<file path="src/common/lpc_pkg.sv">
// Constants, register map and types for the laser power control register bank.
// Assumes a single 200 MHz clock domain and the four-wire serial port of the sensor.
package lpc_pkg;

  // Clock period used to turn times into cycle counts.
  localparam int CLK_PERIOD_PS = 5000;

  // Laser register addresses on the serial port.
  localparam logic [6:0] ADDR_CTRL_PRI = 7'h1A;
  localparam logic [6:0] ADDR_CUR_SET  = 7'h1C;
  localparam logic [6:0] ADDR_CUR_CMP  = 7'h1D;
  localparam logic [6:0] ADDR_CTRL_CMP = 7'h1F;
  // Motion and resolution registers.
  localparam logic [6:0] ADDR_STATUS   = 7'h02;
  localparam logic [6:0] ADDR_DX_LO    = 7'h03;
  localparam logic [6:0] ADDR_DY_LO    = 7'h04;
  localparam logic [6:0] ADDR_XY_HI    = 7'h05;
  localparam logic [6:0] ADDR_RES      = 7'h0D;

  // Serial command byte layout: top bit marks a write.
  localparam int WR_FLAG_BIT = 7;
  localparam logic [2:0] LAST_BIT = 3'h7;

  // Field positions inside the control pair.
  localparam int RANGE_MSB = 7;
  localparam int RANGE_LSB = 6;
  localparam int CAL_MSB   = 3;
  localparam int CAL_LSB   = 1;
  localparam logic [1:0] RANGE_LOW  = 2'h1;
  localparam logic [1:0] RANGE_HIGH = 2'h2;
  localparam logic [2:0] CAL_ON     = 3'h7;

  // Reset values: a consistent pair with the laser current at its minimum.
  localparam logic [7:0] CTRL_PRI_RST = 8'h40;
  localparam logic [7:0] CTRL_CMP_RST = 8'h80;
  localparam logic [7:0] CUR_SET_RST  = 8'h00;
  localparam logic [7:0] CUR_CMP_RST  = 8'hFF;

  // Resolution select: code 0..4 gives 400..2000 counts per inch.
  localparam logic [2:0] RES_MAX = 3'h4;
  localparam logic [2:0] RES_RST = 3'h1;

  // Motion accumulator layout.
  localparam int MOTION_W = 12;
  localparam int FRAME_W  = 8;
  localparam logic [MOTION_W-1:0] MOT_POS_MAX = 12'h7FF;
  localparam logic [MOTION_W-1:0] MOT_NEG_MAX = 12'h800;
  localparam logic [MOTION_W-1:0] MOT_ZERO    = 12'h000;

  // Status register bit positions.
  localparam int ST_MOTION = 7;
  localparam int ST_CAL    = 1;
  localparam int ST_FAULT  = 0;

  // Normal mode pulse timing: least on time rounds up, period rounds down.
  localparam int PULSE_ON_NS     = 200;
  localparam int PULSE_PERIOD_NS = 1000;
  localparam int PULSE_ON_CYC     = (PULSE_ON_NS * 1000 + CLK_PERIOD_PS - 1) / CLK_PERIOD_PS;
  localparam int PULSE_PERIOD_CYC = (PULSE_PERIOD_NS * 1000) / CLK_PERIOD_PS;

  typedef logic [MOTION_W-1:0] lpc_mot_t;

  // Serial transfer phase, Gray coded along idle, address, data.
  typedef enum logic [1:0]
  {
    LPC_IDLE = 2'b00,
    LPC_ADDR = 2'b01,
    LPC_DATA = 2'b11
  } lpc_phase_e;

endpackage : lpc_pkg

</file>
<file path="src/design/lpc_regs.sv">
// Laser power control register bank with motion registers and laser drive outputs.
// Assumes the controller programs the laser pair after every reset and a frame
// engine supplies per-frame displacement at the base resolution.
`timescale 1ns/1ps

// Behaviour
// - normal mode pulses the laser drive
// - calibration mode drives laser continuously
// - range field bits 7:6, low is 01
// - complement register bits 7:6 invert range
// - calibration field bits 3:1 forces full duty
// - current register, complement must invert it
// - device drives current per range and setting
// - displacement from frames readable over port
// - motion registers are twelve bits wide
// - selectable resolution 400 to 2000 cpi
// - motion output low while motion pending
// - supply enable goes high on laser fault
module lpc_regs
#(
  parameter int PULSE_ON_CYC     = lpc_pkg::PULSE_ON_CYC,     // Pulse on time in cycles.
  parameter int PULSE_PERIOD_CYC = lpc_pkg::PULSE_PERIOD_CYC  // Pulse period in cycles.
)
(
  input  wire logic                        mclk,                  // System clock.
  input  wire logic                        rst_b,                 // Async reset, active low.
  input  wire logic                        ce,                    // Clock enable.
  input  wire logic                        chip_select_n,         // Serial select, active low.
  input  wire logic                        sclk,                  // Serial clock.
  input  wire logic                        mosi,                  // Serial data in.
  output logic                             miso,                  // Serial data out.
  output logic                             miso_oe,               // Serial data out enable.
  input  wire logic                        laser_pin_fault,       // Fault sensed at drive pin.
  input  wire logic                        frame_valid,           // Frame displacement valid.
  input  wire logic [lpc_pkg::FRAME_W-1:0] frame_dx,              // Frame X step, signed.
  input  wire logic [lpc_pkg::FRAME_W-1:0] frame_dy,              // Frame Y step, signed.
  output logic                             laser_supply_enable_n, // Supply switch, low is on.
  output logic                             laser_drive_on_q,      // Drive current source on.
  output logic                      [1:0]  laser_range_q,         // Current range select.
  output logic                      [7:0]  laser_current_q,       // Current setting.
  output logic                             motion_n_q             // Motion pending, active low.
);

  logic [7:0]        ctrl_pri_q;
  logic [7:0]        ctrl_cmp_q;
  logic [7:0]        cur_set_q;
  logic [7:0]        cur_cmp_q;
  logic [2:0]        res_q;
  logic              fault_q;
  logic              supply_n_q;
  lpc_pkg::lpc_mot_t dx_q;
  lpc_pkg::lpc_mot_t dy_q;
  logic [15:0]       pulse_cnt_q;
  logic [6:0]        addr;
  logic              wr;
  logic [7:0]        wr_data;
  logic              rd;
  logic [7:0]        rd_data;
  logic              pair_ok;
  logic              cal_on;
  logic              pulse_phase;
  logic              clr_motion;
  logic signed [11:0] inc_x;
  logic signed [11:0] inc_y;
  logic [3:0]        mult;

  assign laser_supply_enable_n = supply_n_q;

  // Serial port front end.
  lpc_serial u_serial
  (
    .mclk          (mclk),
    .rst_b         (rst_b),
    .ce            (ce),
    .chip_select_n (chip_select_n),
    .sclk          (sclk),
    .mosi          (mosi),
    .rd_data       (rd_data),
    .addr_q        (addr),
    .wr_q          (wr),
    .wr_data_q     (wr_data),
    .rd_q          (rd),
    .miso_q        (miso),
    .miso_oe_q     (miso_oe)
  );

  // Saturating add keeps a long move from wrapping to the opposite direction.
  function automatic lpc_pkg::lpc_mot_t lpc_sat(input lpc_pkg::lpc_mot_t acc,
                                                input logic [11:0] inc);
    logic [12:0] s;
    s = {acc[11], acc} + {inc[11], inc};
    if (s[12] != s[11])
      lpc_sat = s[12] ? lpc_pkg::MOT_NEG_MAX : lpc_pkg::MOT_POS_MAX;
    else
      lpc_sat = s[11:0];
  endfunction : lpc_sat

  // laser register writes
  // Laser pair registers are plain read-write bytes reached by address.
  always_ff @(posedge mclk or negedge rst_b)
    if (!rst_b)
    begin
      ctrl_pri_q <= lpc_pkg::CTRL_PRI_RST;
      ctrl_cmp_q <= lpc_pkg::CTRL_CMP_RST;
      cur_set_q  <= lpc_pkg::CUR_SET_RST;
      cur_cmp_q  <= lpc_pkg::CUR_CMP_RST;
      res_q      <= lpc_pkg::RES_RST;
    end
    else if (ce && wr)
    begin
      unique case (addr)
        lpc_pkg::ADDR_CTRL_PRI: ctrl_pri_q <= wr_data;
        lpc_pkg::ADDR_CTRL_CMP: ctrl_cmp_q <= wr_data;
        lpc_pkg::ADDR_CUR_SET:  cur_set_q  <= wr_data;
        lpc_pkg::ADDR_CUR_CMP:  cur_cmp_q  <= wr_data;
        lpc_pkg::ADDR_RES:
          if (wr_data[2:0] <= lpc_pkg::RES_MAX)
            res_q <= wr_data[2:0];
        default: ;
      endcase
    end

  // complement pair check
  // A half-written pair reads as inconsistent, so the drive is held off until both match.
  assign pair_ok = (ctrl_cmp_q[lpc_pkg::RANGE_MSB:lpc_pkg::RANGE_LSB]
                    == ~ctrl_pri_q[lpc_pkg::RANGE_MSB:lpc_pkg::RANGE_LSB])
                   && (cur_cmp_q == ~cur_set_q);

  assign cal_on = ctrl_pri_q[lpc_pkg::CAL_MSB:lpc_pkg::CAL_LSB] == lpc_pkg::CAL_ON;

  // Register read mux; unmapped addresses read as zero.
  always_comb
  begin
    rd_data = 8'h00;
    unique case (addr)
      lpc_pkg::ADDR_CTRL_PRI: rd_data = ctrl_pri_q;
      lpc_pkg::ADDR_CTRL_CMP: rd_data = ctrl_cmp_q;
      lpc_pkg::ADDR_CUR_SET:  rd_data = cur_set_q;
      lpc_pkg::ADDR_CUR_CMP:  rd_data = cur_cmp_q;
      lpc_pkg::ADDR_RES:      rd_data = {5'h00, res_q};
      lpc_pkg::ADDR_DX_LO:    rd_data = dx_q[7:0];
      lpc_pkg::ADDR_DY_LO:    rd_data = dy_q[7:0];
      lpc_pkg::ADDR_XY_HI:    rd_data = {dy_q[11:8], dx_q[11:8]};
      lpc_pkg::ADDR_STATUS:
      begin
        rd_data[lpc_pkg::ST_MOTION] = ~motion_n_q;
        rd_data[lpc_pkg::ST_CAL]    = cal_on;
        rd_data[lpc_pkg::ST_FAULT]  = fault_q;
      end
      default: rd_data = 8'h00;
    endcase
  end

  // fault latch
  // A fault stays latched until reset; re-enabling by software would defeat eye safety.
  always_ff @(posedge mclk or negedge rst_b)
    if (!rst_b)
    begin
      fault_q    <= 1'b0;
      supply_n_q <= 1'b0;
    end
    else if (ce)
    begin
      if (laser_pin_fault)
        fault_q <= 1'b1;
      supply_n_q <= fault_q | laser_pin_fault;
    end

  always_ff @(posedge mclk or negedge rst_b)
    if (!rst_b)
      pulse_cnt_q <= 16'h0000;
    else if (ce)
    begin
      if (pulse_cnt_q >= 16'(PULSE_PERIOD_CYC - 1))
        pulse_cnt_q <= 16'h0000;
      else
        pulse_cnt_q <= pulse_cnt_q + 16'h0001;
    end

  assign pulse_phase = pulse_cnt_q < 16'(PULSE_ON_CYC);

  // laser drive outputs
  // Range always follows the primary register; current follows only while the pairs agree and no fault is latched.
  always_ff @(posedge mclk or negedge rst_b)
    if (!rst_b)
    begin
      laser_drive_on_q <= 1'b0;
      laser_range_q    <= 2'h0;
      laser_current_q  <= 8'h00;
    end
    else if (ce)
    begin
      laser_range_q    <= ctrl_pri_q[lpc_pkg::RANGE_MSB:lpc_pkg::RANGE_LSB];
      laser_current_q  <= (pair_ok && !fault_q) ? cur_set_q : 8'h00;
      laser_drive_on_q <= pair_ok && !fault_q && !laser_pin_fault && (cal_on || pulse_phase);
    end

  // resolution scaling
  // Frame steps arrive at 400 cpi; the multiplier gives 400 to 2000 cpi.
  assign mult  = {1'b0, res_q} + 4'h1;
  assign inc_x = 12'($signed(frame_dx) * $signed({1'b0, mult}));
  assign inc_y = 12'($signed(frame_dy) * $signed({1'b0, mult}));
  assign clr_motion = rd && (addr == lpc_pkg::ADDR_XY_HI);

  // twelve bit accumulators
  // Reading the high byte clears; a frame in the same cycle is kept, not lost.
  always_ff @(posedge mclk or negedge rst_b)
    if (!rst_b)
    begin
      dx_q <= lpc_pkg::MOT_ZERO;
      dy_q <= lpc_pkg::MOT_ZERO;
    end
    else if (ce)
    begin
      if (frame_valid)
      begin
        dx_q <= lpc_sat(clr_motion ? lpc_pkg::MOT_ZERO : dx_q, inc_x);
        dy_q <= lpc_sat(clr_motion ? lpc_pkg::MOT_ZERO : dy_q, inc_y);
      end
      else if (clr_motion)
      begin
        dx_q <= lpc_pkg::MOT_ZERO;
        dy_q <= lpc_pkg::MOT_ZERO;
      end
    end

  always_ff @(posedge mclk or negedge rst_b)
    if (!rst_b)
      motion_n_q <= 1'b1;
    else if (ce)
      motion_n_q <= (dx_q == lpc_pkg::MOT_ZERO) && (dy_q == lpc_pkg::MOT_ZERO);

  // Helper: calibration decode as it stood when the current drive value was decided.
  // A run begun in calibration mode is not counted, so leaving that mode cannot trip the check.
  logic        cal_d1_q;
  logic [15:0] on_run_q;
  always_ff @(posedge mclk or negedge rst_b)
    if (!rst_b)
      cal_d1_q <= 1'b0;
    else if (ce)
      cal_d1_q <= cal_on;

  // Helper: length of the current run of drive-on cycles decided in normal mode.
  always_ff @(posedge mclk or negedge rst_b)
    if (!rst_b)
      on_run_q <= 16'h0000;
    else if (ce)
      on_run_q <= (laser_drive_on_q && !cal_d1_q) ? on_run_q + 16'h0001 : 16'h0000;

  chk_pulse_run_bounded : assert property (@(posedge mclk) disable iff (!rst_b)
    !cal_on |-> on_run_q <= 16'(PULSE_ON_CYC))
    else $error("Laser drive on longer than one pulse in normal mode.");

  chk_cal_continuous : assert property (@(posedge mclk) disable iff (!rst_b)
    (ce && cal_on && pair_ok && !fault_q && !laser_pin_fault) [*2] |=> laser_drive_on_q)
    else $error("Calibration mode did not hold the laser on.");

  chk_range_follows : assert property (@(posedge mclk) disable iff (!rst_b)
    ce |=> laser_range_q == $past(ctrl_pri_q[lpc_pkg::RANGE_MSB:lpc_pkg::RANGE_LSB]))
    else $error("Range output does not follow the range field.");

  chk_pair_gates_drive : assert property (@(posedge mclk) disable iff (!rst_b)
    ce && !pair_ok |=> !laser_drive_on_q && laser_current_q == 8'h00)
    else $error("Laser driven with an inconsistent complement pair.");

  chk_current_follows : assert property (@(posedge mclk) disable iff (!rst_b)
    ce && pair_ok && !fault_q |=> laser_current_q == $past(cur_set_q))
    else $error("Laser current does not follow the setting.");

  chk_fault_cuts_laser : assert property (@(posedge mclk) disable iff (!rst_b)
    ce && fault_q |=> laser_supply_enable_n && !laser_drive_on_q)
    else $error("Laser still powered after a fault.");

  chk_motion_pin : assert property (@(posedge mclk) disable iff (!rst_b)
    ce && (dx_q != lpc_pkg::MOT_ZERO) |=> !motion_n_q)
    else $error("Motion output not asserted with motion pending.");

  chk_write_lands : assert property (@(posedge mclk) disable iff (!rst_b)
    ce && wr && addr == lpc_pkg::ADDR_CUR_SET |=> cur_set_q == $past(wr_data))
    else $error("Current setting write was lost.");

  chk_res_scale : assert property (@(posedge mclk) disable iff (!rst_b)
    ce && frame_valid && !clr_motion && dx_q == lpc_pkg::MOT_ZERO && res_q == 3'h0
    |=> dx_q == {{4{$past(frame_dx[7])}}, $past(frame_dx)})
    else $error("Base resolution step not accumulated exactly.");

  chk_motion_clear : assert property (@(posedge mclk) disable iff (!rst_b)
    ce && clr_motion && !frame_valid |=> dx_q == lpc_pkg::MOT_ZERO && dy_q == lpc_pkg::MOT_ZERO)
    else $error("Reading the high byte did not clear the motion counts.");

endmodule : lpc_regs

</file>
<file path="src/design/lpc_serial.sv">
// Four-wire serial port slave: address byte then data byte, MSB first.
// Assumes chip select, serial clock and data in are synchronous to mclk.
`timescale 1ns/1ps

module lpc_serial
(
  input  wire logic       mclk,          // System clock.
  input  wire logic       rst_b,         // Asynchronous reset, active low.
  input  wire logic       ce,            // Clock enable, freezes state when low.
  input  wire logic       chip_select_n, // Serial select, active low.
  input  wire logic       sclk,          // Serial clock.
  input  wire logic       mosi,          // Serial data in.
  input  wire logic [7:0] rd_data,       // Read data for the latched address.
  output logic      [6:0] addr_q,        // Latched register address.
  output logic            wr_q,          // Write strobe, one cycle.
  output logic      [7:0] wr_data_q,     // Write data.
  output logic            rd_q,          // Read strobe, one cycle.
  output logic            miso_q,        // Serial data out.
  output logic            miso_oe_q      // Data out driven while selected.
);

  logic             sclk_q;
  logic       [2:0] bit_cnt_q;
  logic       [7:0] in_sr_q;
  logic       [7:0] out_sr_q;
  logic             is_wr_q;
  lpc_pkg::lpc_phase_e phase_q;
  logic             rise;
  logic             fall;
  logic       [7:0] byte_in;

  // Edges of the sampled serial clock.
  assign rise    = sclk & ~sclk_q;
  assign fall    = ~sclk & sclk_q;
  assign byte_in = {in_sr_q[6:0], mosi};

  // Input shifter and transfer phase; deselect aborts any partial byte.
  always_ff @(posedge mclk or negedge rst_b)
    if (!rst_b)
    begin
      sclk_q    <= 1'b0;
      bit_cnt_q <= 3'h0;
      in_sr_q   <= 8'h00;
      is_wr_q   <= 1'b0;
      addr_q    <= 7'h00;
      wr_q      <= 1'b0;
      wr_data_q <= 8'h00;
      rd_q      <= 1'b0;
      phase_q   <= lpc_pkg::LPC_IDLE;
    end
    else if (ce)
    begin
      sclk_q <= sclk;
      wr_q   <= 1'b0;
      rd_q   <= 1'b0;
      if (chip_select_n)
      begin
        bit_cnt_q <= 3'h0;
        phase_q   <= lpc_pkg::LPC_IDLE;
      end
      else if (rise)
      begin
        in_sr_q   <= byte_in;
        bit_cnt_q <= bit_cnt_q + 3'h1;
        unique case (phase_q)
          lpc_pkg::LPC_IDLE, lpc_pkg::LPC_ADDR:
          begin
            phase_q <= lpc_pkg::LPC_ADDR;
            if (bit_cnt_q == lpc_pkg::LAST_BIT)
            begin
              addr_q  <= byte_in[6:0];
              is_wr_q <= byte_in[lpc_pkg::WR_FLAG_BIT];
              rd_q    <= ~byte_in[lpc_pkg::WR_FLAG_BIT];
              phase_q <= lpc_pkg::LPC_DATA;
            end
          end
          lpc_pkg::LPC_DATA:
            if (bit_cnt_q == lpc_pkg::LAST_BIT)
            begin
              wr_q      <= is_wr_q;
              wr_data_q <= byte_in;
              phase_q   <= lpc_pkg::LPC_ADDR;
            end
        endcase
      end
    end

  // Output shifter; the read byte is captured with the read strobe and sent on falls.
  always_ff @(posedge mclk or negedge rst_b)
    if (!rst_b)
    begin
      out_sr_q  <= 8'h00;
      miso_q    <= 1'b0;
      miso_oe_q <= 1'b0;
    end
    else if (ce)
    begin
      miso_oe_q <= ~chip_select_n;
      if (rd_q)
        out_sr_q <= rd_data;
      else if (fall && !chip_select_n && phase_q == lpc_pkg::LPC_DATA && !is_wr_q)
      begin
        miso_q   <= out_sr_q[7];
        out_sr_q <= {out_sr_q[6:0], 1'b0};
      end
    end

endmodule : lpc_serial

</file>
<file path="config.mk">
export PLATFORM = sky130hd
export DESIGN_NAME = lpc_regs
export DESIGN_NICKNAME = d
export VERILOG_FILES = /design/src/common/lpc_pkg.sv /design/src/design/lpc_regs.sv /design/src/design/lpc_serial.sv
export SDC_FILE = /design/constraint.sdc
export NUM_CORES = 1
export LEC_CHECK = 0
export BUFFER_PORTS_ARGS = -buffer_cell sky130_fd_sc_hd__clkbuf_2
export CORE_MARGIN = 2
export CORE_UTILIZATION = 45
export CTS_CLUSTER_DIAMETER = 80
export CTS_CLUSTER_SIZE = 14
export DETAILED_ROUTE_END_ITERATION = 8
export PLACE_DENSITY = 0.61
export SYNTH_ARGS = -nofsm -noshare
export SYNTH_HDL_FRONTEND = slang
export SYNTH_SLANG_ARGS = --single-unit
</file>
<file path="constraint.sdc">
create_clock -name mclk -period 8 [get_ports mclk]
set_clock_uncertainty 0.05 [all_clocks]
set_input_delay 0.8 -clock mclk [delete_from_list [all_inputs] [get_ports mclk]]
set_output_delay 0.8 -clock mclk [all_outputs]
set_load 0.02 [all_outputs]
</file>
==> results.cfg <==
[timing]
hold_viol_final = 0
slew_viol_final = 0
max_slew_margin = 0.283
setup-tns-final_ns = 0
fin_crit_sh = 0.841
worst-slew-pin-transition_ns = 1.08
finalSetupViolations = 0
min_period_ns = 6.73
rsz0062_at_grt = false
max_freq_mhz = 149

[pwr]
internal-power_uw = 1670
power_per_cell_area_mw_per_mm2 = 239
register_share_of_total_power = 0.339
logic_pwr_share = 0.349
power.leakage_uw = 0.00507
net_switching_power_uw = 895
proportion_of_total_power_due_to_net_switching = 0.349
power_total_uw = 2560
power.share.clock = 0.312
ir_drop_v = 0.000111

[worst_setup_path]
type_of_destination_of_the_critical_path = register
rr_startpoint = res_q[0]
timing_worst_setup_path_type = register to register
crit-reg2reg-capture = dy_q[0]
worst_reg_to_reg_path_cell_count = 21
startpoint_type = register
crit_required_ns = 8.27
r2r_slack_ns = 1.27
worst-endpoint-arrival_ns = 7.00
critical_path.max_fanout = 20

[min_path]
hold_class = input pin to async pin

[route]
postRouteAntennaNets = 0
wl_per_cell_um = 16.1
drtPass1Iterations = 5
detail_route.wirelength_um = 21200
detail_route.vias_per_cell = 5.55
dr_total_vias = 7318
detailedRoute.firstIterationViolations = 364
drcViolationCount = 0

[placement]
hpwl_um = 15800
globalplace.congestion = 0.824
port_buffers = 38

[logic_synthesis]
synthesis.yosys.warnings = 0
postSynthAreaPerCell_um2 = 9.66
synth_seq_area_share = 0.338
synth_edf_count = 0
ys_types = 67
yosys.area.top_type = sky130_fd_sc_hd__dfrtp_1
ys_async_sr_fraction = 1.00
synth_nets = 1132
synth_seq_cells = 130
synthFlopType = sky130_fd_sc_hd__dfrtp_1
synthTopCellsByArea = sky130_fd_sc_hd__dfrtp_1 (30%), sky130_fd_sc_hd__ha_1 (9.3%), sky130_fd_sc_hd__mux2_2 (7.7%)
synth.top_cell.area_share = 0.305
synthCells = 1002
syn_area_mm2 = 0.00968

[floorplanning]
fp.coreArea_mm2 = 0.0211
fp.dieH_um = 151
top_level_ports = 39
die_w_um = 151
initial_standard_cell_utilization_of_the_core = 0.459
floorplan.rows = 53
dieArea_mm2 = 0.0227

[global_route]
grt_first_pass_wirelength_um = 35900
grt_overflow_total = 0
vias_in_the_first_global_route = 7218
maximum_number_of_pins_on_one_net_before_global_route_repair = 69
overall_global_routing_resource_usage = 0.199
antenna_found_initial = 0

[finish]
num-nets-final = 1160
syn2layout_area_growth_pct = 10.9
layout-drive-gt1-share = 0.160
insertedDiodeCount = 0

[clock_network]
cts-htree-levels = 4
cts_resized = 0
cts.path.max_buffers = 2
cts-buffers-inserted = 17
clock-root-buffer = sky130_fd_sc_hd__clkbuf_16
insertion_delay_ns = 0.42
cts-hold-fix-buffers = 0
cts.sink_count = 130
cts_setup_buffers = 0
clk_transition_reported_paths_ns = 0.06
cts_tree = built

[outcome]
status = finished clean

[job]
max_cap_viol_count = 0
-- how the worst max path moves through the flow --
stage | from | end | slack, ns | depth (start not counted)
after detailed placement | res_q[0] | dy_q[8] | 1.25 | 21
after global placement | res_q[0] | dy_q[0] | 1.41 | 20
final | res_q[0] | dy_q[0] | 1.27 | 21
after CTS | res_q[0] | dy_q[8] | 1.26 | 21
after floorplan | res_q[0] | dx_q[10] | 2.20 | 23
after global routing | res_q[0] | dy_q[0] | 0.56 | 21
-- kinds of logic after synthesis --
logic type               Yosys count  synth area share
AO/OA/AOI/OAI                    195             0.134
XOR/XNOR                          54            0.0488
adder cells (fa/ha/maj)          115             0.174
buffers and inverters            132            0.0522
flip-flops                       130             0.338
multiplexers                      84            0.0954
AND/OR/NAND/NOR                  292             0.159
-- cell type report --
cell class,instances,area (um^2)
Fill cell,1948,10400
Sequential cell,130,3270
Tap cell,275,344
Inverter,99,372
Clock inverter,12,158
Clock buffer,20,457
Timing Repair Buffer,42,226
Multi-Input combinational cell,740,5910
-- layout by cell type (no fill, tap or decap), drive strengths merged, types with 4 or more instances in the layout --
| cell type | n |
|---|---|
| dfrtp | 118 |
| inv | 100 |
| ha | 72 |
| mux2 | 66 |
| nand2 | 59 |
| nor2 | 58 |
| clkbuf | 57 |
| o21ai | 48 |
| and2 | 47 |
| a21oi | 39 |
| xnor2 | 36 |
| nor2b | 34 |
| fa | 34 |
| xor2 | 18 |
| mux2i | 18 |
| nor3 | 18 |
| and3 | 16 |
| a211oi | 14 |
| nand2b | 13 |
| nand3 | 12 |
| dfstp | 12 |
| a21o | 10 |
| o22ai | 10 |
| a31oi | 10 |
| nand4 | 9 |
| a22o | 9 |
| nor4 | 9 |
| maj3 | 9 |
| o21bai | 7 |
| a221o | 6 |
| o2bb2ai | 6 |
| o211ai | 5 |
| a221oi | 5 |
| buf | 5 |
| clkinv | 5 |
| a22oi | 4 |
| or3 | 4 |
-- critical path, stage by stage, from the launching register on --
cell and delay [ns]:
sky130_fd_sc_hd__dfstp_2 0.73, sky130_fd_sc_hd__ha_1 0.22, sky130_fd_sc_hd__xor2_1 0.70, sky130_fd_sc_hd__and2_1 0.23
sky130_fd_sc_hd__ha_1 0.23, sky130_fd_sc_hd__inv_1 0.08, sky130_fd_sc_hd__fa_1 0.43, sky130_fd_sc_hd__fa_1 0.55
sky130_fd_sc_hd__inv_1 0.04, sky130_fd_sc_hd__ha_1 0.32, sky130_fd_sc_hd__a21oi_1 0.22, sky130_fd_sc_hd__o21ai_0 0.17
sky130_fd_sc_hd__o41ai_1 0.41, sky130_fd_sc_hd__xnor2_1 0.12, sky130_fd_sc_hd__ha_1 0.40, sky130_fd_sc_hd__nand2_1 0.09
sky130_fd_sc_hd__a221oi_1 0.23, sky130_fd_sc_hd__nand2_1 0.11, sky130_fd_sc_hd__a31oi_1 0.45, sky130_fd_sc_hd__nor4b_1 0.10
sky130_fd_sc_hd__or3_1 0.52, sky130_fd_sc_hd__o221ai_1 0.23
-- stage by stage --
| stage | cell area [um^2] | instances | hold slack, ns | setup WS [ns] | utilization |
|---|---|---|---|---|---|
| 3_5_place_dp | 10100 | 1286 | 0.440 | 1.25 | 0.480 |
| 6_report | 10700 | 1318 | 0.310 | 1.27 | 0.509 |
| 4_1_cts | 10700 | 1318 | 0.330 | 1.26 | 0.509 |
| 2_1_floorplan | 9680 | 1002 | 0.414 | 2.20 | - |
| 3_3_place_gp | 10100 | 1286 | 0.425 | 1.41 | 0.480 |
| 5_1_grt | 10700 | 1318 | 0.350 | 0.556 | 0.509 |
-- routing by layer --
metal  global-route usage  share of wire
met1                0.285           0.49
met2                0.311           0.46
met3               0.0288          0.037
met4               0.0603          0.017
met5                    0              0
-- registers in the layout, indices dropped and copies added (netlist names), 7 cells and up --
signal and count:
dy_q 12, pulse_cnt_q 16, ctrl_pri_q 8, dx_q 12
u_serial.out_sr_q 8, u_serial.addr_q 7, cur_cmp_q 8, u_serial.in_sr_q 7
laser_current_q 8, u_serial.wr_data_q 8, ctrl_cmp_q 8, cur_set_q 8
-- power by group through the flow --
stage | clock network (uW) | logic [uW] | registers, uW
after floorplan | 0 | 720 | 820
after global placement | 0 | 882 | 871
after detailed placement | 0 | 887 | 872
after CTS | 816 | 894 | 862
after global routing | 845 | 1020 | 879
final | 801 | 895 | 869
-- synthesized netlist by cell type, types with 4 or more instances --
| master | number |
|---|---|
| sky130_fd_sc_hd__dfstp_2 | 12 |
| sky130_fd_sc_hd__or3_1 | 4 |
| sky130_fd_sc_hd__and2_1 | 46 |
| sky130_fd_sc_hd__nor2b_1 | 34 |
| sky130_fd_sc_hd__mux2_2 | 66 |
| sky130_fd_sc_hd__xor2_1 | 18 |
| sky130_fd_sc_hd__a21oi_1 | 39 |
| sky130_fd_sc_hd__o21ai_0 | 46 |
| sky130_fd_sc_hd__a221oi_1 | 4 |
| sky130_fd_sc_hd__a21o_1 | 10 |
| sky130_fd_sc_hd__mux2i_1 | 18 |
| sky130_fd_sc_hd__o2bb2ai_1 | 6 |
| sky130_fd_sc_hd__o211ai_1 | 5 |
| sky130_fd_sc_hd__fa_1 | 34 |
| sky130_fd_sc_hd__and3_1 | 16 |
| sky130_fd_sc_hd__inv_1 | 99 |
| sky130_fd_sc_hd__ha_1 | 72 |
| sky130_fd_sc_hd__a211oi_1 | 14 |
| sky130_fd_sc_hd__o21bai_1 | 7 |
| sky130_fd_sc_hd__dfrtp_1 | 118 |
| sky130_fd_sc_hd__nor2_1 | 58 |
| sky130_fd_sc_hd__o22ai_1 | 10 |
| sky130_fd_sc_hd__a221o_1 | 6 |
| sky130_fd_sc_hd__nand3_1 | 12 |
| sky130_fd_sc_hd__clkbuf_1 | 25 |
| sky130_fd_sc_hd__nor4_1 | 8 |
| sky130_fd_sc_hd__a31oi_1 | 10 |
| sky130_fd_sc_hd__nand2_1 | 59 |
| sky130_fd_sc_hd__nand2b_1 | 13 |
| sky130_fd_sc_hd__maj3_2 | 7 |
| sky130_fd_sc_hd__xnor2_1 | 36 |
| sky130_fd_sc_hd__nor3_1 | 17 |
| sky130_fd_sc_hd__nand4_1 | 9 |
| sky130_fd_sc_hd__buf_2 | 5 |
| sky130_fd_sc_hd__a22oi_1 | 4 |
| sky130_fd_sc_hd__a22o_1 | 9 |
Power figures use the tool's default switching activity.
